**src/verilog/cad_consts.svh**
```systemverilog
// opcode fields, cycle counts and fixed addresses of the core
// assumes one byte-wide memory bus and the single processor clock
`ifndef CAD_CONSTS_SVH
`define CAD_CONSTS_SVH

// ==========================================================
// fixed addresses
`define CAD_RST_VEC      16'h1ffe
`define CAD_STACK_PAGE   10'h003
`define CAD_SP_RESET     6'h3f

// ==========================================================
// single opcodes
`define CAD_OP_PRODUCT   8'h42
`define CAD_OP_RETURN    8'h81
`define CAD_OP_TAX       8'h97
`define CAD_OP_CLC       8'h98
`define CAD_OP_SEC       8'h99
`define CAD_OP_CLI       8'h9a
`define CAD_OP_SEI       8'h9b
`define CAD_OP_RSP       8'h9c
`define CAD_OP_TXA       8'h9f

// ==========================================================
// opcode rows (high nibble)
`define CAD_ROW_RMW_DIR  4'h3
`define CAD_ROW_RMW_A    4'h4
`define CAD_ROW_RMW_X    4'h5
`define CAD_ROW_RMW_IX1  4'h6
`define CAD_ROW_RMW_IX   4'h7
`define CAD_ROW_CTL      4'h9
`define CAD_ROW_IMM      4'ha
`define CAD_ROW_DIR      4'hb
`define CAD_ROW_EXT      4'hc
`define CAD_ROW_IX2      4'hd
`define CAD_ROW_IX1      4'he
`define CAD_ROW_IX       4'hf

// ==========================================================
// register/memory functions (low nibble)
`define CAD_RM_SUBTRACT          4'h0
`define CAD_RM_ACC_COMPARE       4'h1
`define CAD_RM_DIFF_WITH_BORROW  4'h2
`define CAD_RM_INDEX_COMPARE     4'h3
`define CAD_RM_AND               4'h4
`define CAD_RM_BIT_TEST          4'h5
`define CAD_RM_FETCH_ACC         4'h6
`define CAD_RM_WRITE_ACC         4'h7
`define CAD_RM_XOR_WITH_ACC      4'h8
`define CAD_RM_ADD_CARRY         4'h9
`define CAD_RM_OR                4'ha
`define CAD_RM_ADD               4'hb
`define CAD_RM_GOTO_TARGET       4'hc
`define CAD_RM_CALL_ROUTINE      4'hd
`define CAD_RM_FETCH_INDEX       4'he
`define CAD_RM_WRITE_INDEX       4'hf

// ==========================================================
// read/modify/write functions (low nibble)
`define CAD_MW_NEGATE            4'h0
`define CAD_MW_COMPLEMENT        4'h3
`define CAD_MW_SHIFT_RIGHT       4'h4
`define CAD_MW_ROTATE_RIGHT      4'h6
`define CAD_MW_ARITH_RIGHT       4'h7
`define CAD_MW_SHIFT_LEFT        4'h8
`define CAD_MW_CARRY_ROTATE_LEFT 4'h9
`define CAD_MW_DECREMENT         4'ha
`define CAD_MW_INCREMENT         4'hc
`define CAD_MW_FLAG_PROBE        4'hd
`define CAD_MW_CLEAR             4'hf

// ==========================================================
// total cycles per instruction
`define CAD_CYC_IMM      4'h2
`define CAD_CYC_DIR      4'h3
`define CAD_CYC_EXT      4'h4
`define CAD_CYC_IX2      4'h5
`define CAD_CYC_IX1      4'h4
`define CAD_CYC_IX       4'h3
`define CAD_CYC_MW_INH   4'h3
`define CAD_CYC_MW_DIR   4'h5
`define CAD_CYC_MW_IX1   4'h6
`define CAD_CYC_MW_IX    4'h5
`define CAD_CYC_PRODUCT  4'hb
`define CAD_CYC_RETURN   4'h6
`define CAD_CYC_CTL      4'h2
`define CAD_CYC_NOP      4'h2

`endif

```
**src/verilog/cad_pkg.sv**
```systemverilog
// types shared by the core sequencer
// encodings here are its own; nothing is taken from the constants header
`default_nettype none
package cad_pkg;

   typedef enum logic [8:0] {
      S_VEC1  = 9'h001,
      S_VEC2  = 9'h002,
      S_FETCH = 9'h004,
      S_OPB1  = 9'h008,
      S_OPB2  = 9'h010,
      S_READ  = 9'h020,
      S_WRITE = 9'h040,
      S_STACK = 9'h080,
      S_WAIT  = 9'h100
   } cad_state_t;

   typedef enum logic [2:0] {
      M_INH = 3'h0, M_IMM = 3'h1, M_DIR = 3'h2, M_EXT = 3'h3,
      M_IX2 = 3'h4, M_IX1 = 3'h5, M_IX  = 3'h6
   } cad_mode_t;

   typedef enum logic [2:0] {
      K_NOP = 3'h0, K_RM = 3'h1, K_RMW = 3'h2, K_PROD = 3'h3, K_CTL = 3'h4
   } cad_kind_t;

   typedef struct packed {
      cad_state_t  st;
      logic [15:0] pc;
      logic [15:0] ea;
      logic [7:0]  acc;
      logic [7:0]  idx;
      logic [5:0]  sp;
      logic        h;
      logic        i;
      logic        n;
      logic        z;
      logic        c;
      logic [7:0]  op;
      logic [3:0]  cyc;
      logic        ph;
      logic [7:0]  wdata;
   } cad_regs_t;

endpackage : cad_pkg
`default_nettype wire
```
**src/verilog/cad_alu.sv**
```systemverilog
// arithmetic and logic unit for register/memory and
// read/modify/write functions; purely combinational
// assumes the sequencer picks operands and applies results
`timescale 1ns/100ps
`default_nettype none
`include "cad_consts.svh"
module cad_alu (
   input  wire logic       rmw,
   input  wire logic [3:0] sel,
   input  wire logic [7:0] a,
   input  wire logic [7:0] m,
   input  wire logic       c_in,
   output logic      [7:0] res,
   output logic            n,
   output logic            z,
   output logic            c,
   output logic            h,
   output logic            upd_nz,
   output logic            upd_c,
   output logic            upd_h,
   output logic            wr
);
   logic [8:0] sum9;
   logic [4:0] lo5;

   always_comb begin
      sum9   = 9'h000;
      lo5    = 5'h00;
      res    = m;
      c      = c_in;
      h      = 1'b0;
      upd_nz = 1'b1;
      upd_c  = 1'b0;
      upd_h  = 1'b0;
      wr     = 1'b1;
      if (!rmw) begin
         case (sel)
            `CAD_RM_SUBTRACT, `CAD_RM_ACC_COMPARE,
            `CAD_RM_INDEX_COMPARE, `CAD_RM_DIFF_WITH_BORROW: begin
               sum9 = {1'b0, a} - {1'b0, m}
                    - {8'h00, c_in & (sel == `CAD_RM_DIFF_WITH_BORROW)};
               res   = sum9[7:0];
               c     = sum9[8];
               upd_c = 1'b1;
               wr    = (sel == `CAD_RM_SUBTRACT) ||
                       (sel == `CAD_RM_DIFF_WITH_BORROW);
            end
            `CAD_RM_AND: res = a & m;
            `CAD_RM_BIT_TEST: begin
               res = a & m;
               wr  = 1'b0;
            end
            `CAD_RM_XOR_WITH_ACC: res = a ^ m;
            `CAD_RM_OR: res = a | m;
            `CAD_RM_ADD, `CAD_RM_ADD_CARRY: begin
               lo5  = {1'b0, a[3:0]} + {1'b0, m[3:0]}
                    + {4'h0, c_in & (sel == `CAD_RM_ADD_CARRY)};
               sum9 = {1'b0, a} + {1'b0, m}
                    + {8'h00, c_in & (sel == `CAD_RM_ADD_CARRY)};
               res   = sum9[7:0];
               c     = sum9[8];
               h     = lo5[4];
               upd_c = 1'b1;
               upd_h = 1'b1;
            end
            `CAD_RM_FETCH_ACC, `CAD_RM_FETCH_INDEX: res = m;
            `CAD_RM_WRITE_ACC, `CAD_RM_WRITE_INDEX: begin
               res = a;
               wr  = 1'b0;
            end
            default: begin
               upd_nz = 1'b0;
               wr     = 1'b0;
            end
         endcase
      end else begin
         upd_c = 1'b1;
         case (sel)
            `CAD_MW_NEGATE: begin
               res = 8'h00 - m;
               c   = (m != 8'h00);
            end
            `CAD_MW_COMPLEMENT: begin
               res = ~m;
               c   = 1'b1;
            end
            `CAD_MW_SHIFT_RIGHT: begin
               res = {1'b0, m[7:1]};
               c   = m[0];
            end
            `CAD_MW_ROTATE_RIGHT: begin
               res = {c_in, m[7:1]};
               c   = m[0];
            end
            `CAD_MW_ARITH_RIGHT: begin
               res = {m[7], m[7:1]};
               c   = m[0];
            end
            `CAD_MW_SHIFT_LEFT: begin
               res = {m[6:0], 1'b0};
               c   = m[7];
            end
            `CAD_MW_CARRY_ROTATE_LEFT: begin
               res = {m[6:0], c_in};
               c   = m[7];
            end
            `CAD_MW_DECREMENT: begin
               res   = m - 8'h01;
               upd_c = 1'b0;
            end
            `CAD_MW_INCREMENT: begin
               res   = m + 8'h01;
               upd_c = 1'b0;
            end
            `CAD_MW_FLAG_PROBE: begin
               upd_c = 1'b0;
               wr    = 1'b0;
            end
            `CAD_MW_CLEAR: begin
               res   = 8'h00;
               upd_c = 1'b0;
            end
            default: begin
               upd_nz = 1'b0;
               upd_c  = 1'b0;
               wr     = 1'b0;
            end
         endcase
      end
      n = res[7];
      z = (res == 8'h00);
   end
endmodule : cad_alu
`default_nettype wire

```
**src/verilog/cad_core.sv**
```systemverilog
// decode and execute sequencer of the 8-bit core
// assumes asynchronous memory: read data valid in the cycle
// its address stands, write taken at the clock edge with mem_we
`timescale 1ns/100ps
`default_nettype none
`include "cad_consts.svh"
module cad_core
   import cad_pkg::*;
(
   input  wire logic        ref_clk,
   input  wire logic        resetn,
   output logic      [15:0] mem_addr,
   output logic             mem_re,
   output logic             mem_we,
   output logic      [7:0]  mem_wdata,
   input  wire logic [7:0]  mem_rdata,
   output logic             fetch_strobe,
   output logic      [7:0]  acc_out,
   output logic      [7:0]  idx_out,
   output logic      [4:0]  ccr_out,
   output logic      [15:0] pc_out
);
   // ==========================================================
   // decode functions
   function automatic cad_mode_t cad_mode(input logic [7:0] op);
      case (op[7:4])
         `CAD_ROW_RMW_DIR, `CAD_ROW_DIR: cad_mode = M_DIR;
         `CAD_ROW_EXT:                   cad_mode = M_EXT;
         `CAD_ROW_IX2:                   cad_mode = M_IX2;
         `CAD_ROW_RMW_IX1, `CAD_ROW_IX1: cad_mode = M_IX1;
         `CAD_ROW_RMW_IX, `CAD_ROW_IX:   cad_mode = M_IX;
         `CAD_ROW_IMM:                   cad_mode = M_IMM;
         default:                        cad_mode = M_INH;
      endcase
   endfunction : cad_mode

   function automatic cad_kind_t cad_kind(input logic [7:0] op);
      if (op == `CAD_OP_PRODUCT)
         cad_kind = K_PROD;
      else if (op[7:4] >= `CAD_ROW_IMM)
         // immediate stores and jumps do not exist
         cad_kind = (op[7:4] == `CAD_ROW_IMM &&
                     (op[3:0] == `CAD_RM_WRITE_ACC ||
                      op[3:0] >= `CAD_RM_GOTO_TARGET &&
                      op[3:0] != `CAD_RM_FETCH_INDEX)) ? K_NOP : K_RM;
      else if (op[7:4] >= `CAD_ROW_RMW_DIR && op[7:4] <= `CAD_ROW_RMW_IX)
         cad_kind = (op[3:0] inside {4'h1, 4'h2, 4'h5, 4'hb, 4'he})
                    ? K_NOP : K_RMW;
      else if (op[7:4] == `CAD_ROW_CTL || op == `CAD_OP_RETURN)
         cad_kind = K_CTL;
      else
         cad_kind = K_NOP;
   endfunction : cad_kind

   function automatic logic [3:0] cad_cycles(input logic [7:0] op);
      logic [3:0] t;
      t = `CAD_CYC_NOP;
      case (cad_kind(op))
         K_RM: begin
            case (cad_mode(op))
               M_IMM:   t = `CAD_CYC_IMM;
               M_DIR:   t = `CAD_CYC_DIR;
               M_EXT:   t = `CAD_CYC_EXT;
               M_IX2:   t = `CAD_CYC_IX2;
               M_IX1:   t = `CAD_CYC_IX1;
               default: t = `CAD_CYC_IX;
            endcase
            if (op[3:0] == `CAD_RM_WRITE_ACC || op[3:0] == `CAD_RM_WRITE_INDEX)
               t = t + 4'h1;
            else if (op[3:0] == `CAD_RM_GOTO_TARGET)
               t = t - 4'h1;
            else if (op[3:0] == `CAD_RM_CALL_ROUTINE)
               t = t + 4'h2;
         end
         K_RMW: begin
            case (cad_mode(op))
               M_DIR:   t = `CAD_CYC_MW_DIR;
               M_IX1:   t = `CAD_CYC_MW_IX1;
               M_IX:    t = `CAD_CYC_MW_IX;
               default: t = `CAD_CYC_MW_INH;
            endcase
            if (op[3:0] == `CAD_MW_FLAG_PROBE && cad_mode(op) != M_INH)
               t = t - 4'h1;
         end
         K_PROD:  t = `CAD_CYC_PRODUCT;
         K_CTL:   t = (op == `CAD_OP_RETURN) ? `CAD_CYC_RETURN : `CAD_CYC_CTL;
         default: t = `CAD_CYC_NOP;
      endcase
      cad_cycles = t;
   endfunction : cad_cycles

   // ==========================================================
   // state and operand selection
   localparam cad_regs_t RST = '{st: S_VEC1, i: 1'b1, sp: `CAD_SP_RESET,
                                 default: '0};
   cad_regs_t   r_reg;
   cad_regs_t   r_next;
   logic [7:0]  opc;
   cad_kind_t   knd;
   cad_mode_t   mde;
   logic        use_x;
   logic [7:0]  alu_a;
   logic [7:0]  alu_m;
   logic [7:0]  alu_res;
   logic        alu_n;
   logic        alu_z;
   logic        alu_c;
   logic        alu_h;
   logic        alu_unz;
   logic        alu_uc;
   logic        alu_uh;
   logic        alu_wr;
   logic [15:0] product;

   assign opc   = (r_reg.st == S_FETCH) ? mem_rdata : r_reg.op;
   assign knd   = cad_kind(opc);
   assign mde   = cad_mode(opc);
   assign use_x = (knd == K_RM && (opc[3:0] == `CAD_RM_INDEX_COMPARE ||
                   opc[3:0] == `CAD_RM_FETCH_INDEX ||
                   opc[3:0] == `CAD_RM_WRITE_INDEX)) ||
                  (knd == K_RMW && opc[7:4] == `CAD_ROW_RMW_X);
   assign alu_a = use_x ? r_reg.idx : r_reg.acc;
   // inherent read/modify/write works on a register, not on the bus
   assign alu_m = (knd == K_RMW && mde == M_INH) ? alu_a : mem_rdata;
   assign product = {8'h00, r_reg.acc} * {8'h00, r_reg.idx};

   cad_alu u_alu (
      .rmw    (knd == K_RMW),
      .sel    (opc[3:0]),
      .a      (alu_a),
      .m      (alu_m),
      .c_in   (r_reg.c),
      .res    (alu_res),
      .n      (alu_n),
      .z      (alu_z),
      .c      (alu_c),
      .h      (alu_h),
      .upd_nz (alu_unz),
      .upd_c  (alu_uc),
      .upd_h  (alu_uh),
      .wr     (alu_wr)
   );

   // ==========================================================
   // sequencer
   always_comb begin
      logic        done;
      logic        go;
      logic        ex;
      logic        flg;
      logic [15:0] ea_v;
      r_next = r_reg;
      done   = 1'b0;
      go     = 1'b0;
      ex     = 1'b0;
      flg    = 1'b0;
      ea_v   = r_reg.ea;
      r_next.cyc = r_reg.cyc + 4'h1;
      case (r_reg.st)
         S_VEC1: begin
            r_next.pc[15:8] = mem_rdata;
            r_next.st       = S_VEC2;
         end
         S_VEC2: begin
            r_next.pc[7:0] = mem_rdata;
            r_next.st      = S_FETCH;
            r_next.cyc     = 4'h1;
         end
         S_FETCH: begin
            r_next.op = mem_rdata;
            r_next.pc = r_reg.pc + 16'h0001;
            if (knd == K_RM || knd == K_RMW) begin
               if (mde == M_IX) begin
                  ea_v = {8'h00, r_reg.idx};
                  go   = 1'b1;
               end else if (mde == M_INH)
                  ex = 1'b1;
               else
                  r_next.st = S_OPB1;
            end else if (knd == K_PROD) begin
               r_next.idx = product[15:8];
               r_next.acc = product[7:0];
               r_next.h   = 1'b0;
               r_next.c   = 1'b0;
               done       = 1'b1;
            end else if (opc == `CAD_OP_RETURN) begin
               r_next.ph = 1'b0;
               r_next.st = S_STACK;
            end else begin
               done = 1'b1;
               case (opc)
                  `CAD_OP_TAX: r_next.idx = r_reg.acc;
                  `CAD_OP_TXA: r_next.acc = r_reg.idx;
                  `CAD_OP_CLC: r_next.c   = 1'b0;
                  `CAD_OP_SEC: r_next.c   = 1'b1;
                  `CAD_OP_CLI: r_next.i   = 1'b0;
                  `CAD_OP_SEI: r_next.i   = 1'b1;
                  `CAD_OP_RSP: r_next.sp  = `CAD_SP_RESET;
                  default: ;
               endcase
            end
         end
         S_OPB1: begin
            r_next.pc = r_reg.pc + 16'h0001;
            case (mde)
               M_IMM: ex = 1'b1;
               M_DIR: begin
                  ea_v = {8'h00, mem_rdata};
                  go   = 1'b1;
               end
               M_IX1: begin
                  ea_v = {8'h00, mem_rdata} + {8'h00, r_reg.idx};
                  go   = 1'b1;
               end
               default: begin
                  r_next.ea[15:8] = mem_rdata;
                  r_next.st       = S_OPB2;
               end
            endcase
         end
         S_OPB2: begin
            r_next.pc = r_reg.pc + 16'h0001;
            ea_v = {r_reg.ea[15:8], mem_rdata}
                 + ((mde == M_IX2) ? {8'h00, r_reg.idx} : 16'h0000);
            go   = 1'b1;
         end
         S_READ: ex = 1'b1;
         S_WRITE: done = 1'b1;
         S_STACK: begin
            r_next.ph = 1'b1;
            if (opc == `CAD_OP_RETURN) begin
               r_next.sp = r_reg.sp + 6'h01;
               if (!r_reg.ph)
                  r_next.pc[15:8] = mem_rdata;
               else begin
                  r_next.pc[7:0] = mem_rdata;
                  done           = 1'b1;
               end
            end else begin
               // low byte went first, high byte follows
               r_next.sp    = r_reg.sp - 6'h01;
               r_next.wdata = r_reg.pc[15:8];
               if (r_reg.ph) begin
                  r_next.pc = r_reg.ea;
                  done      = 1'b1;
               end
            end
         end
         S_WAIT: done = 1'b1;
         default: r_next.st = S_VEC1;
      endcase

      // effective address known: jump, call, store or read operand
      if (go) begin
         r_next.ea = ea_v;
         if (knd == K_RMW)
            r_next.st = S_READ;
         else if (opc[3:0] == `CAD_RM_GOTO_TARGET) begin
            r_next.pc = ea_v;
            done      = 1'b1;
         end else if (opc[3:0] == `CAD_RM_CALL_ROUTINE) begin
            r_next.wdata = r_next.pc[7:0];
            r_next.ph    = 1'b0;
            r_next.st    = S_STACK;
         end else if (opc[3:0] == `CAD_RM_WRITE_ACC ||
                      opc[3:0] == `CAD_RM_WRITE_INDEX) begin
            r_next.wdata = alu_res;
            flg          = 1'b1;
            r_next.st    = S_WRITE;
         end else
            r_next.st = S_READ;
      end

      // operand in hand: apply the unit's result
      if (ex) begin
         flg = 1'b1;
         if (knd == K_RMW && mde != M_INH) begin
            if (alu_wr) begin
               r_next.wdata = alu_res;
               r_next.st    = S_WRITE;
            end else
               done = 1'b1;
         end else begin
            if (alu_wr && use_x)
               r_next.idx = alu_res;
            else if (alu_wr)
               r_next.acc = alu_res;
            done = 1'b1;
         end
      end
      if (flg) begin
         if (alu_unz) begin
            r_next.n = alu_n;
            r_next.z = alu_z;
         end
         if (alu_uc)
            r_next.c = alu_c;
         if (alu_uh)
            r_next.h = alu_h;
      end

      // pad every instruction to its documented length
      if (done) begin
         if (r_reg.cyc == cad_cycles(opc)) begin
            r_next.st  = S_FETCH;
            r_next.cyc = 4'h1;
         end else
            r_next.st = S_WAIT;
      end
   end

   always_ff @(posedge ref_clk or negedge resetn) begin
      if (!resetn)
         r_reg <= RST;
      else
         r_reg <= r_next;
   end

   // ==========================================================
   // bus and status outputs
   always_comb begin
      case (r_reg.st)
         S_VEC1:          mem_addr = `CAD_RST_VEC;
         S_VEC2:          mem_addr = `CAD_RST_VEC + 16'h0001;
         S_READ, S_WRITE: mem_addr = r_reg.ea;
         S_STACK:         mem_addr = {`CAD_STACK_PAGE,
                                      (r_reg.op == `CAD_OP_RETURN)
                                      ? r_reg.sp + 6'h01 : r_reg.sp};
         default:         mem_addr = r_reg.pc;
      endcase
   end

   assign mem_we = (r_reg.st == S_WRITE) ||
                   (r_reg.st == S_STACK && r_reg.op != `CAD_OP_RETURN);
   assign mem_re = (r_reg.st inside {S_VEC1, S_VEC2, S_FETCH, S_OPB1,
                    S_OPB2, S_READ}) ||
                   (r_reg.st == S_STACK && r_reg.op == `CAD_OP_RETURN);
   assign mem_wdata    = r_reg.wdata;
   assign fetch_strobe = (r_reg.st == S_FETCH);
   assign acc_out      = r_reg.acc;
   assign idx_out      = r_reg.idx;
   assign ccr_out      = {r_reg.h, r_reg.i, r_reg.n, r_reg.z, r_reg.c};
   assign pc_out       = r_reg.pc;

endmodule : cad_core
`default_nettype wire

```
**config.mk**
```make
export PLATFORM = sky130hd
export DESIGN_NAME = cad_core
export DESIGN_NICKNAME = d
export VERILOG_FILES = /design/src/verilog/cad_pkg.sv /design/src/verilog/cad_alu.sv /design/src/verilog/cad_core.sv
export VERILOG_INCLUDE_DIRS = /design/src /design/src/verilog
export SDC_FILE = /design/constraint.sdc
export NUM_CORES = 1
export LEC_CHECK = 0
export ABC_CLOCK_PERIOD_IN_PS = 9600
export CAP_MARGIN = 30
export CORE_MARGIN = 10
export CORE_UTILIZATION = 40
export DETAILED_ROUTE_END_ITERATION = 10
export DONT_BUFFER_PORTS = 1
export SYNTH_ARGS = -nofsm -noshare
export SYNTH_HDL_FRONTEND = slang
export SYNTH_SLANG_ARGS = --single-unit
```
**constraint.sdc**
```tcl
create_clock -name ref_clk -period 9.6 [get_ports ref_clk]
set_input_delay 0.96 -clock ref_clk [delete_from_list [all_inputs] [get_ports ref_clk]]
set_output_delay 0.96 -clock ref_clk [all_outputs]
set_load 0.05 [all_outputs]
```
==> results of run 1 <==
==> cell families (layout without fill, tap and decap cells) <==
kind of cell | after synthesis | after routing | synth area share [%]
buffers and inverters | 276 | 189 | 9.262
muxes | 55 | 55 | 4.359
adders and majority gates | 146 | 146 | 16.33
DFF | 89 | 89 | 17.05
and+or+nand+nor | 595 | 595 | 21.94
xor gates and xnor gates | 55 | 55 | 3.672
AOI/OAI and AO/OA | 542 | 542 | 27.38
==> per-layer routing <==
layer	routed length [um]	track usage [%]
met1	20910	31.22
met2	23550	39.30
met3	4749	4.771
met4	1981	10.33
met5	0	0
==> stage by stage <==
step           instances  utilization (%)  setup WS (ns)
6_report            2113            41.94          2.098
5_1_grt             2113            41.94          1.688
4_1_cts             2113            41.94          2.211
3_5_place_dp        2097            41.00          2.200
3_3_place_gp        2089            40.80          2.410
2_1_floorplan       1758                -          2.196
==> cell usage in the layout, fill, tap and decap left out, types with 8 or more instances in the layout <==
cell type                     n
sky130_fd_sc_hd__mux2i_1     38
sky130_fd_sc_hd__mux2_2      17
sky130_fd_sc_hd__a22oi_1     16
sky130_fd_sc_hd__and2_1      42
sky130_fd_sc_hd__nand2_1    175
sky130_fd_sc_hd__nand3_1     59
sky130_fd_sc_hd__o211ai_1    31
sky130_fd_sc_hd__fa_1        42
sky130_fd_sc_hd__inv_1      119
sky130_fd_sc_hd__xnor2_1     34
sky130_fd_sc_hd__or2_2        9
sky130_fd_sc_hd__o21a_1      14
sky130_fd_sc_hd__a31oi_1     29
sky130_fd_sc_hd__o221ai_1    19
sky130_fd_sc_hd__a211oi_1    14
sky130_fd_sc_hd__dfrtp_1     81
sky130_fd_sc_hd__a21oi_1    130
sky130_fd_sc_hd__a21o_1      16
sky130_fd_sc_hd__nor3_1      29
sky130_fd_sc_hd__and3_1      23
sky130_fd_sc_hd__xor2_1      21
sky130_fd_sc_hd__clkbuf_16    9
sky130_fd_sc_hd__nand2b_1    17
sky130_fd_sc_hd__a221oi_1    10
sky130_fd_sc_hd__o21ai_0    111
sky130_fd_sc_hd__a22o_1      10
sky130_fd_sc_hd__nand4_1     21
sky130_fd_sc_hd__o22ai_1     15
sky130_fd_sc_hd__nor2_1     147
sky130_fd_sc_hd__o21ai_1     24
sky130_fd_sc_hd__ha_1       104
sky130_fd_sc_hd__buf_4       47
sky130_fd_sc_hd__dfstp_2      8
sky130_fd_sc_hd__or3_1       10
sky130_fd_sc_hd__nor4_1      12
sky130_fd_sc_hd__nor2b_1     18
==> cell type report <==
cell class / instances / area (sq um) / share of cell area, %
tap: 442 / 553.0 / 4.063
timing repair buffer: 48 / 364.1 / 2.675
sequential: 89 / 2237 / 16.44
clock inverter: 5 / 63.81 / 0.4688
multi-input combinational: 1393 / 9682 / 71.13
clock buffer: 11 / 242.7 / 1.783
inverter: 125 / 469.2 / 3.447
==> power by group <==
group / internal, uW / switching [uW]
sequential: 517 / 458
clock: 212 / 171
combinational: 1370 / 2800
total: 2100 / 3430
==> worst max path at each step <==
| stage | start | endpoint | slack (ns) | depth (start not counted) |
|---|---|---|---|---|
| floorplan | r_reg[87]$_DFF_PN0_ | ccr_out[1]$_DFFE_PN0P_ | 2.20 | 33 |
| global placement | r_reg[81]$_DFF_PN0_ | ccr_out[1]$_DFFE_PN0P_ | 2.41 | 25 |
| detailed placement | r_reg[81]$_DFF_PN0_ | ccr_out[1]$_DFFE_PN0P_ | 2.20 | 25 |
| CTS | r_reg[81]$_DFF_PN0_ | ccr_out[1]$_DFFE_PN0P_ | 2.21 | 25 |
| global route | r_reg[81]$_DFF_PN0_ | ccr_out[1]$_DFFE_PN0P_ | 1.69 | 25 |
| finish | r_reg[81]$_DFF_PN0_ | ccr_out[1]$_DFFE_PN0P_ | 2.10 | 25 |
==> critical path: stages, from the launching register on <==
cell                        delay (ns)
sky130_fd_sc_hd__dfrtp_1          0.45
sky130_fd_sc_hd__or4_1            0.74
sky130_fd_sc_hd__o31ai_1          0.44
sky130_fd_sc_hd__nand2_1          0.26
sky130_fd_sc_hd__ha_1             0.39
sky130_fd_sc_hd__nor4_1           0.59
sky130_fd_sc_hd__o32ai_2          0.32
sky130_fd_sc_hd__nor2_4           0.44
sky130_fd_sc_hd__o211ai_2         0.30
sky130_fd_sc_hd__nand2_2          0.20
sky130_fd_sc_hd__inv_2            0.12
sky130_fd_sc_hd__xnor2_1          0.15
sky130_fd_sc_hd__ha_1             0.20
sky130_fd_sc_hd__a21o_1           0.18
sky130_fd_sc_hd__fa_1             0.48
sky130_fd_sc_hd__a21o_1           0.21
sky130_fd_sc_hd__a21oi_1          0.18
sky130_fd_sc_hd__nand2b_1         0.18
sky130_fd_sc_hd__a211oi_1         0.09
sky130_fd_sc_hd__a221oi_1         0.25
sky130_fd_sc_hd__o2111ai_1        0.17
sky130_fd_sc_hd__o21ai_0          0.10
sky130_fd_sc_hd__nand2_1          0.08
sky130_fd_sc_hd__a32oi_1          0.52
sky130_fd_sc_hd__nand4b_1         0.18
sky130_fd_sc_hd__o31ai_2          0.19
==> impl_metrics.json, run 1 <==
{
  "worst_skew_pair.late_latency_ns": 0.37,
  "ys_seq_area_share_pct": 17.05,
  "required_ns": 9.88,
  "num-nets-final": 1822,
  "min-delay-path-class": "input pin to async pin",
  "stdcell_area_sq_um": 13610,
  "post_synth_main_area_contributors": "sky130_fd_sc_hd__dfrtp_1 15%, sky130_fd_sc_hd__ha_1 9.9%, sky130_fd_sc_hd__fa_1 6.4%, sky130_fd_sc_hd__nand2_1 5.0%, sky130_fd_sc_hd__a21oi_1 5.0%",
  "regToRegSetupSlack_ns": 2.10,
  "vias": 13505,
  "dpl.hpwl_um": 38040,
  "vertical_die_dimension_um": 201.1,
  "globalRoute.totalOverflow": 0,
  "finalSetupViolations": 0,
  "grt_start_max_net_pins": 90,
  "outcome": "completed",
  "synth_flop_cell": "sky130_fd_sc_hd__dfrtp_1",
  "initial_util_pct": 40.42,
  "dpl_cell_area_sq_um": 13310,
  "critPathLaunchType": "flip-flop",
  "cts.path.max_buffers": 2,
  "detail_route.vias_per_cell": 6.391,
  "synth-seq-cells": 89,
  "largest_reg_flops": 44,
  "whs_ns": 0.2908,
  "firstDrtPassIters": 6,
  "grt_pass1_vias": 12961,
  "share_of_async_settable_or_async_resettable_flops_after_synthesis_pct": 100.0,
  "final_max_slew_viol_count": 0,
  "grt_antenna_before_repair": 0,
  "globalplace.congestion": 0.9843,
  "r2r_cells": 25,
  "cts_inserted_buffers": 9,
  "post-cts-setup-buffers": 0,
  "cts.sinks": 89,
  "avgRoutedWirePerCell_um": 24.23,
  "tritoncts": "yes",
  "synth-edff-count": 0,
  "cts_resized": 0,
  "synth.net_count": 1914,
  "synth.largest_area_cell": "sky130_fd_sc_hd__dfrtp_1",
  "skew_ns": 0.01696,
  "cts_hold_buffers": 0,
  "core.rowCount": 66,
  "htree_levels": 3,
  "timing.max_cap.violations": 0,
  "dieWidth_um": 201.1,
  "grt_pass1_wl_um": 78490,
  "routed_wl_um": 51190,
  "layout_min_cycle_time_ns": 7.502,
  "yosysUniqueCellTypes": 92,
  "final_min_period_over_clock_period_pct": 78.15,
  "critical_path_class": "flip-flop to flip-flop",
  "syn2layout_area_growth_pct": 3.768,
  "synth.cells.most_frequent": "175 x sky130_fd_sc_hd__nand2_1, 147 x sky130_fd_sc_hd__nor2_1, 130 x sky130_fd_sc_hd__a21oi_1",
  "synth_top_area_share_pct": 15.45,
  "fp.coreArea_sq_um": 32450,
  "end_kind": "flip-flop",
  "timing.final.hold_violations": 0,
  "place.port_buffers": 0,
  "drt_drc_violations_left": 0,
  "post_layout_total_power_uw": 5523,
  "drive_gt1_share_pct": 7.840,
  "grt.total_usage_pct": 24.39,
  "synth.yosys.warnings": 0,
  "reg2reg_to": "ccr_out[1]$_DFFE_PN0P_",
  "filler_cell_count": 3383,
  "first_iter_violations": 1477,
  "synthesis.area_sq_um": 13120,
  "max-vdd-ir-drop_v": 0.0002133,
  "syn_avg_cell_area_sq_um": 7.462,
  "maximum_frequency_from_static_timing_analysis_mhz": 133.3,
  "clkTransAtPathRegs_ns": 0.07,
  "yosysMostFrequentCell": "sky130_fd_sc_hd__nand2_1",
  "cp_data_arrival_time_ns": 7.78,
  "power.density_nw_per_um2": 405.7,
  "syn-instance-count": 1758,
  "slew_headroom_pct": 30.87,
  "clock_tree.root_cell": "sky130_fd_sc_hd__clkbuf_16",
  "p_leak_uw": 0.005990,
  "floorplan.io_pins": 74,
  "dieArea_sq_um": 40440,
  "tightest_pin_transition_ns": 1.030,
  "crit_fanout": 19,
  "diodes": 0,
  "grt_setup_unrepaired": "no",
  "setup_total_negative_slack_ns": 0,
  "drt.antenna.violating_nets": 0,
  "regToRegStartpoint": "r_reg[81]$_DFF_PN0_"
}
Power figures use the tool's default switching activity.
==> run 2: changes to the inputs <==
Settings changed: ABC_CLOCK_PERIOD_IN_PS 9600 to 7100.
Clock period 9.6 ns to 7.1 ns, I/O delays scaled along.
==> impl_metrics.json, run 2 (synthesized netlist as in run 1, its figures left out) <==
{
  "outcome": "completed",
  "vias": 13546,
  "routed_wl_um": 51850,
  "layout_min_cycle_time_ns": 6.726,
  "max-vdd-ir-drop_v": 0.0002674,
  "dpl.hpwl_um": 39140,
  "min-delay-path-class": "input pin to async pin",
  "cts.sinks": 89,
  "critical_path_class": "flip-flop to flip-flop",
  "dpl_cell_area_sq_um": 13460,
  "required_ns": 7.37,
  "reg2reg_to": "ccr_out[1]$_DFFE_PN0P_",
  "cp_data_arrival_time_ns": 7.00,
  "skew_ns": 0.01573,
  "avgRoutedWirePerCell_um": 24.28,
  "initial_util_pct": 40.42,
  "layout.cells.most_common_list": "174 x sky130_fd_sc_hd__nand2_1, 147 x sky130_fd_sc_hd__nor2_1, 130 x sky130_fd_sc_hd__a21oi_1",
  "grt_pass1_wl_um": 80360,
  "finalSetupViolations": 0,
  "post_layout_total_power_uw": 7705,
  "tightest_pin_transition_ns": 1.141,
  "stdcell_area_sq_um": 13850,
  "htree_levels": 3,
  "timing.max_cap.violations": 0,
  "place.port_buffers": 0,
  "drive_gt1_share_pct": 9.214,
  "globalRoute.totalOverflow": 0,
  "vertical_die_dimension_um": 201.1,
  "clock_tree.root_cell": "sky130_fd_sc_hd__clkbuf_16",
  "grt_pass1_vias": 13186,
  "crit_fanout": 7,
  "firstDrtPassIters": 5,
  "layout_commonest_cell": "sky130_fd_sc_hd__nand2_1",
  "dieArea_sq_um": 40440,
  "critPathLaunchType": "flip-flop",
  "fp.coreArea_sq_um": 32450,
  "worst_skew_pair.late_latency_ns": 0.36,
  "timing.final.hold_violations": 0,
  "grt.total_usage_pct": 24.94,
  "core.rowCount": 66,
  "grt_antenna_before_repair": 1,
  "utilization_pct": 42.69,
  "slew_headroom_pct": 23.20,
  "cts_hold_buffers": 0,
  "maximum_frequency_from_static_timing_analysis_mhz": 148.7,
  "r2r_cells": 27,
  "timing.critical_path.from": "r_reg[81]$_DFF_PN0_",
  "detail_route.vias_per_cell": 6.345,
  "diodes": 0,
  "num-nets-final": 1844,
  "drt.antenna.violating_nets": 0,
  "first_iter_violations": 1448,
  "syn2layout_area_growth_pct": 5.618,
  "tritoncts": "yes",
  "clkTransAtPathRegs_ns": 0.07,
  "regToRegSetupSlack_ns": 0.37,
  "floorplan.io_pins": 74,
  "critPathCapture": "ccr_out[1]$_DFFE_PN0P_",
  "cts.path.max_buffers": 2,
  "largest_reg_flops": 44,
  "grt_start_max_net_pins": 90,
  "dieWidth_um": 201.1,
  "end_kind": "flip-flop",
  "cts_inserted_buffers": 9,
  "regToRegStartpoint": "r_reg[81]$_DFF_PN0_",
  "power.density_nw_per_um2": 556.1,
  "drt_drc_violations_left": 0,
  "p_leak_uw": 0.006113,
  "final_max_slew_viol_count": 0,
  "globalplace.congestion": 0.9967,
  "final_min_period_over_clock_period_pct": 94.73
}
==> run 2: changes by cell type in the layout (fill, tap and decap cells not counted), sizes merged <==
| cell | delta |
|---|---|
| clkbuf | -1 |
| buf | +22 |
| clkinv | -2 |
| inv | +2 |
| bufinv | +1 |
==> run 2: metal layers <==
layer / track usage [%] / share of wire [%]
met5: 0 / 0
met4: 9.602 / 3.6
met3: 4.337 / 8.2
met2: 40.55 / 46
met1: 32.28 / 42
==> run 2: how the worst min path moves through the flow <==
stage / to / slack [ns] / cells after the start
after CTS: pc_out[14]$_DFF_PN0_ / 0.04 / 0
final: ccr_out[4]$_DFF_PN0_ / 0.05 / 0
after global routing: ccr_out[0]$_DFFE_PN0P_ / 0.04 / 0
after floorplan: acc_out[0]$_DFF_PN0_ / 0.41 / 0
after detailed placement: r_reg[11]$_DFF_PN0_ / 0.42 / 0
after global placement: r_reg[9]$_DFF_PN0_ / 0.42 / 0
==> run 2: critical path, cell delays in order (launching register included) <==
cell                        delay, ns
sky130_fd_sc_hd__dfrtp_1         0.45
sky130_fd_sc_hd__or4_1           0.60
sky130_fd_sc_hd__o31ai_2         0.35
sky130_fd_sc_hd__nand2_2         0.17
sky130_fd_sc_hd__inv_2           0.11
sky130_fd_sc_hd__ha_1            0.30
sky130_fd_sc_hd__nor3_1          0.09
sky130_fd_sc_hd__o31ai_1         0.11
sky130_fd_sc_hd__o211ai_1        0.26
sky130_fd_sc_hd__o211ai_2        0.35
sky130_fd_sc_hd__o21ai_1         0.22
sky130_fd_sc_hd__buf_4           0.21
sky130_fd_sc_hd__mux2_2          0.31
sky130_fd_sc_hd__inv_2           0.08
sky130_fd_sc_hd__a21oi_1         0.28
sky130_fd_sc_hd__inv_1           0.23
sky130_fd_sc_hd__fa_1            0.48
sky130_fd_sc_hd__a21o_1          0.20
sky130_fd_sc_hd__a21oi_1         0.16
sky130_fd_sc_hd__nand2b_1        0.19
sky130_fd_sc_hd__a211oi_1        0.09
sky130_fd_sc_hd__a221oi_1        0.25
sky130_fd_sc_hd__o2111ai_1       0.19
sky130_fd_sc_hd__o21ai_0         0.13
sky130_fd_sc_hd__nand2_1         0.14
sky130_fd_sc_hd__a32oi_4         0.33
sky130_fd_sc_hd__nand4b_1        0.17
sky130_fd_sc_hd__o31ai_2         0.19
==> run 2: layout make-up <==
class	instances	area, sq um
clock buffer	10	229.0
multi-input combinational	1393	9708
fill	3297	18600
inverter	125	469.2
sequential	89	2237
timing repair buffer	70	563.0
tap	442	553.0
clock inverter	6	95.09
==> run 2: power by group <==
part / internal (uW) / switching (uW) / total, uW
Clock: 314 / 232 / 545
Sequential: 699 / 631 / 1330
Combinational: 1980 / 3850 / 5830
==> run 2: repair_timing <==
action	CTS	global route
buffers inserted	0	2
gates resized for setup	0	5
setup endpoints to repair	0	8
==> run 2: metrics by stage <==
stage	TNS [ns]	hold WS [ns]	std cells	setup WS, ns
after floorplan	0	0.4144	1758	0.07875
after global placement	0	0.4238	2105	0.3318
after detailed placement	0	0.4236	2115	0.1523
after CTS	0	0.03646	2131	0.1493
after global routing	-0.01281	0.03615	2135	-0.008432
final	0	0.04765	2135	0.3738
==> run 3: changes to the inputs <==
Settings changed: ABC_CLOCK_PERIOD_IN_PS 7100 to 6100, CELL_PAD_IN_SITES_DETAIL_PLACEMENT set to 1, CELL_PAD_IN_SITES_GLOBAL_PLACEMENT set to 2, CORE_UTILIZATION 40 to 35, PLACE_DENSITY_LB_ADDON set to 0.1.
Clock period 7.1 ns to 6.1 ns, I/O delays scaled along.
==> impl_metrics.json, run 3 (synthesized netlist as in run 1, its figures left out) <==
{
  "setup_total_negative_slack_ns": 0,
  "skew_ns": 0.01873,
  "worst_path_largest_cell_delay_ns": 0.45,
  "tritoncts": "yes",
  "end_kind": "flip-flop",
  "dieWidth_um": 213.6,
  "place.port_buffers": 0,
  "num-nets-final": 1917,
  "critPathLaunchType": "flip-flop",
  "diodes": 0,
  "power.sequential.fraction_pct": 16.0,
  "dieArea_sq_um": 45620,
  "drive_gt1_share_pct": 14.22,
  "maximum_frequency_from_static_timing_analysis_mhz": 171.7,
  "cts_inserted_buffers": 9,
  "filler_cell_count": 4494,
  "required_ns": 6.39,
  "dpl.hpwl_um": 47430,
  "cts.sinks": 89,
  "power.density_nw_per_um2": 674.7,
  "vias": 13841,
  "crit_fanout": 7,
  "drt.antenna.violating_nets": 0,
  "power_switching_share_pct": 60.54,
  "vertical_die_dimension_um": 213.6,
  "layout_min_cycle_time_ns": 5.823,
  "grt_start_max_net_pins": 82,
  "floorplan.io_pins": 74,
  "p_switching_uw": 5955,
  "cp_data_arrival_time_ns": 6.12,
  "timing.final.hold_violations": 0,
  "met2WireLength_um": 29450,
  "critical_path_class": "flip-flop to flip-flop",
  "routed_wl_um": 61840,
  "timing.max_cap.violations": 0,
  "internal-power_uw": 3882,
  "detail_route.wirelength.met1_um": 26810,
  "p_leak_uw": 0.006498,
  "globalRoute.totalOverflow": 0,
  "first_iter_violations": 993,
  "final_min_period_over_clock_period_pct": 95.46,
  "outcome": "completed",
  "final_max_slew_viol_count": 0,
  "routed-wl-met3_um": 3325,
  "cp_top_family": "compound AO/OA/AOI/OAI gates",
  "clkTransAtPathRegs_ns": 0.08,
  "pwr-share-clk_pct": 6.2,
  "initial_util_pct": 35.66,
  "max-vdd-ir-drop_v": 0.0003554,
  "grt_antenna_before_repair": 0,
  "detail_route.vias_per_cell": 6.198,
  "layout.cells.most_common_list": "172 x sky130_fd_sc_hd__nand2_1, 146 x sky130_fd_sc_hd__nor2_1, 137 x sky130_fd_sc_hd__buf_4",
  "clock_tree.root_cell": "sky130_fd_sc_hd__clkbuf_16",
  "path_buf_inv": 4,
  "core.rowCount": 70,
  "top_layer": "met4",
  "largest_reg_flops": 44,
  "min-delay-path-class": "input pin to async pin",
  "whs_ns": 0.06640,
  "comb_power_share_pct": 77.8,
  "htree_levels": 3,
  "tightest_pin_transition_ns": 1.004,
  "grt_pass1_vias": 14225,
  "slew_headroom_pct": 32.94,
  "worst_skew_pair.late_latency_ns": 0.38,
  "drt_drc_violations_left": 0,
  "fp.coreArea_sq_um": 36790,
  "firstDrtPassIters": 5,
  "syn2layout_area_growth_pct": 11.16,
  "finalSetupViolations": 0,
  "globalplace.congestion": 0.9696,
  "cts.path.max_buffers": 2,
  "grt_pass1_wl_um": 93210,
  "slowest_stage": "sky130_fd_sc_hd__fa_1",
  "avgRoutedWirePerCell_um": 27.69,
  "grt.total_usage_pct": 27.03,
  "layout_commonest_cell": "sky130_fd_sc_hd__nand2_1"
}
[run 3: cell count changes in the layout (fill, tap and decap cells not counted), moves of 4 or more]
| cell | delta |
|---|---|
| sky130_fd_sc_hd__o21ai_0 | -4 |
| sky130_fd_sc_hd__a21oi_2 | +4 |
| sky130_fd_sc_hd__buf_4 | +70 |
| sky130_fd_sc_hd__a21oi_1 | -4 |
[run 3: worst paths after layout]
check,start,to,slack (ns),cells past startpoint
min reg2reg,r_reg[31]$_DFFE_PN1P_,r_reg[31]$_DFFE_PN1P_,0.53,2
max reg2reg,r_reg[81]$_DFF_PN0_,ccr_out[1]$_DFFE_PN0P_,0.28,30
min in group ref_clk,mem_rdata[6],r_reg[19]$_DFFE_PN0P_,0.36,2
max,r_reg[81]$_DFF_PN0_,ccr_out[1]$_DFFE_PN0P_,0.28,30
max in group asynchronous,resetn,acc_out[4]$_DFF_PN0_,5.57,1
min,resetn,r_reg[30]$_DFFE_PN1P_,0.07,0
[run 3: power by group through the flow]
stage / Sequential, uW / Combinational (uW) / Clock [uW]
global placement: 1560 / 7160 / 0
detailed placement: 1570 / 7350 / 0
finish: 1570 / 7650 / 615
global route: 1610 / 8280 / 647
floorplan: 1020 / 5280 / 0
CTS: 1560 / 7410 / 620
[run 3: timing repair]
item                                   CTS  global route
setup endpoints to repair                2            30
hold buffers                             1             0
endpoints found under the hold margin   81             0
buffers inserted                         1             6
gates resized for setup                  3            29
gates cloned                             0             0
pin swaps                                1            10
[run 3: layer usage]
metal  vias to the layer above  track usage, %
met2                       403           45.16
met1                      7026           34.40
met4                         0           10.36
li1                       6308               -
met3                       104           4.161
met5                         -               0
[run 3: cell type report]
cell class              count  area [sq um]  area share [%]
clock inverters             6         75.07          0.5148
clock buffers               9         225.2           1.545
multi-input cells        1393          9886           67.80
repair buffers            143          1099           7.534
inverters                 125         474.2           3.252
flip-flops and latches     89          2237           15.34
well taps                 468         585.6           4.016
[run 3: per-stage QoR]
step	std cells	utilization, %	power [uW]	area (sq um)	setup slack (ns)
2_1_floorplan	1758	-	6305	13240	0.006751
6_report	2233	39.64	9838	14580	0.2771
3_5_place_dp	2210	38.23	8916	14060	-0.08043
4_1_cts	2227	39.17	9592	14410	0.01131
5_1_grt	2233	39.64	10540	14580	-0.06890
3_3_place_gp	2198	37.99	8725	13970	0.1507
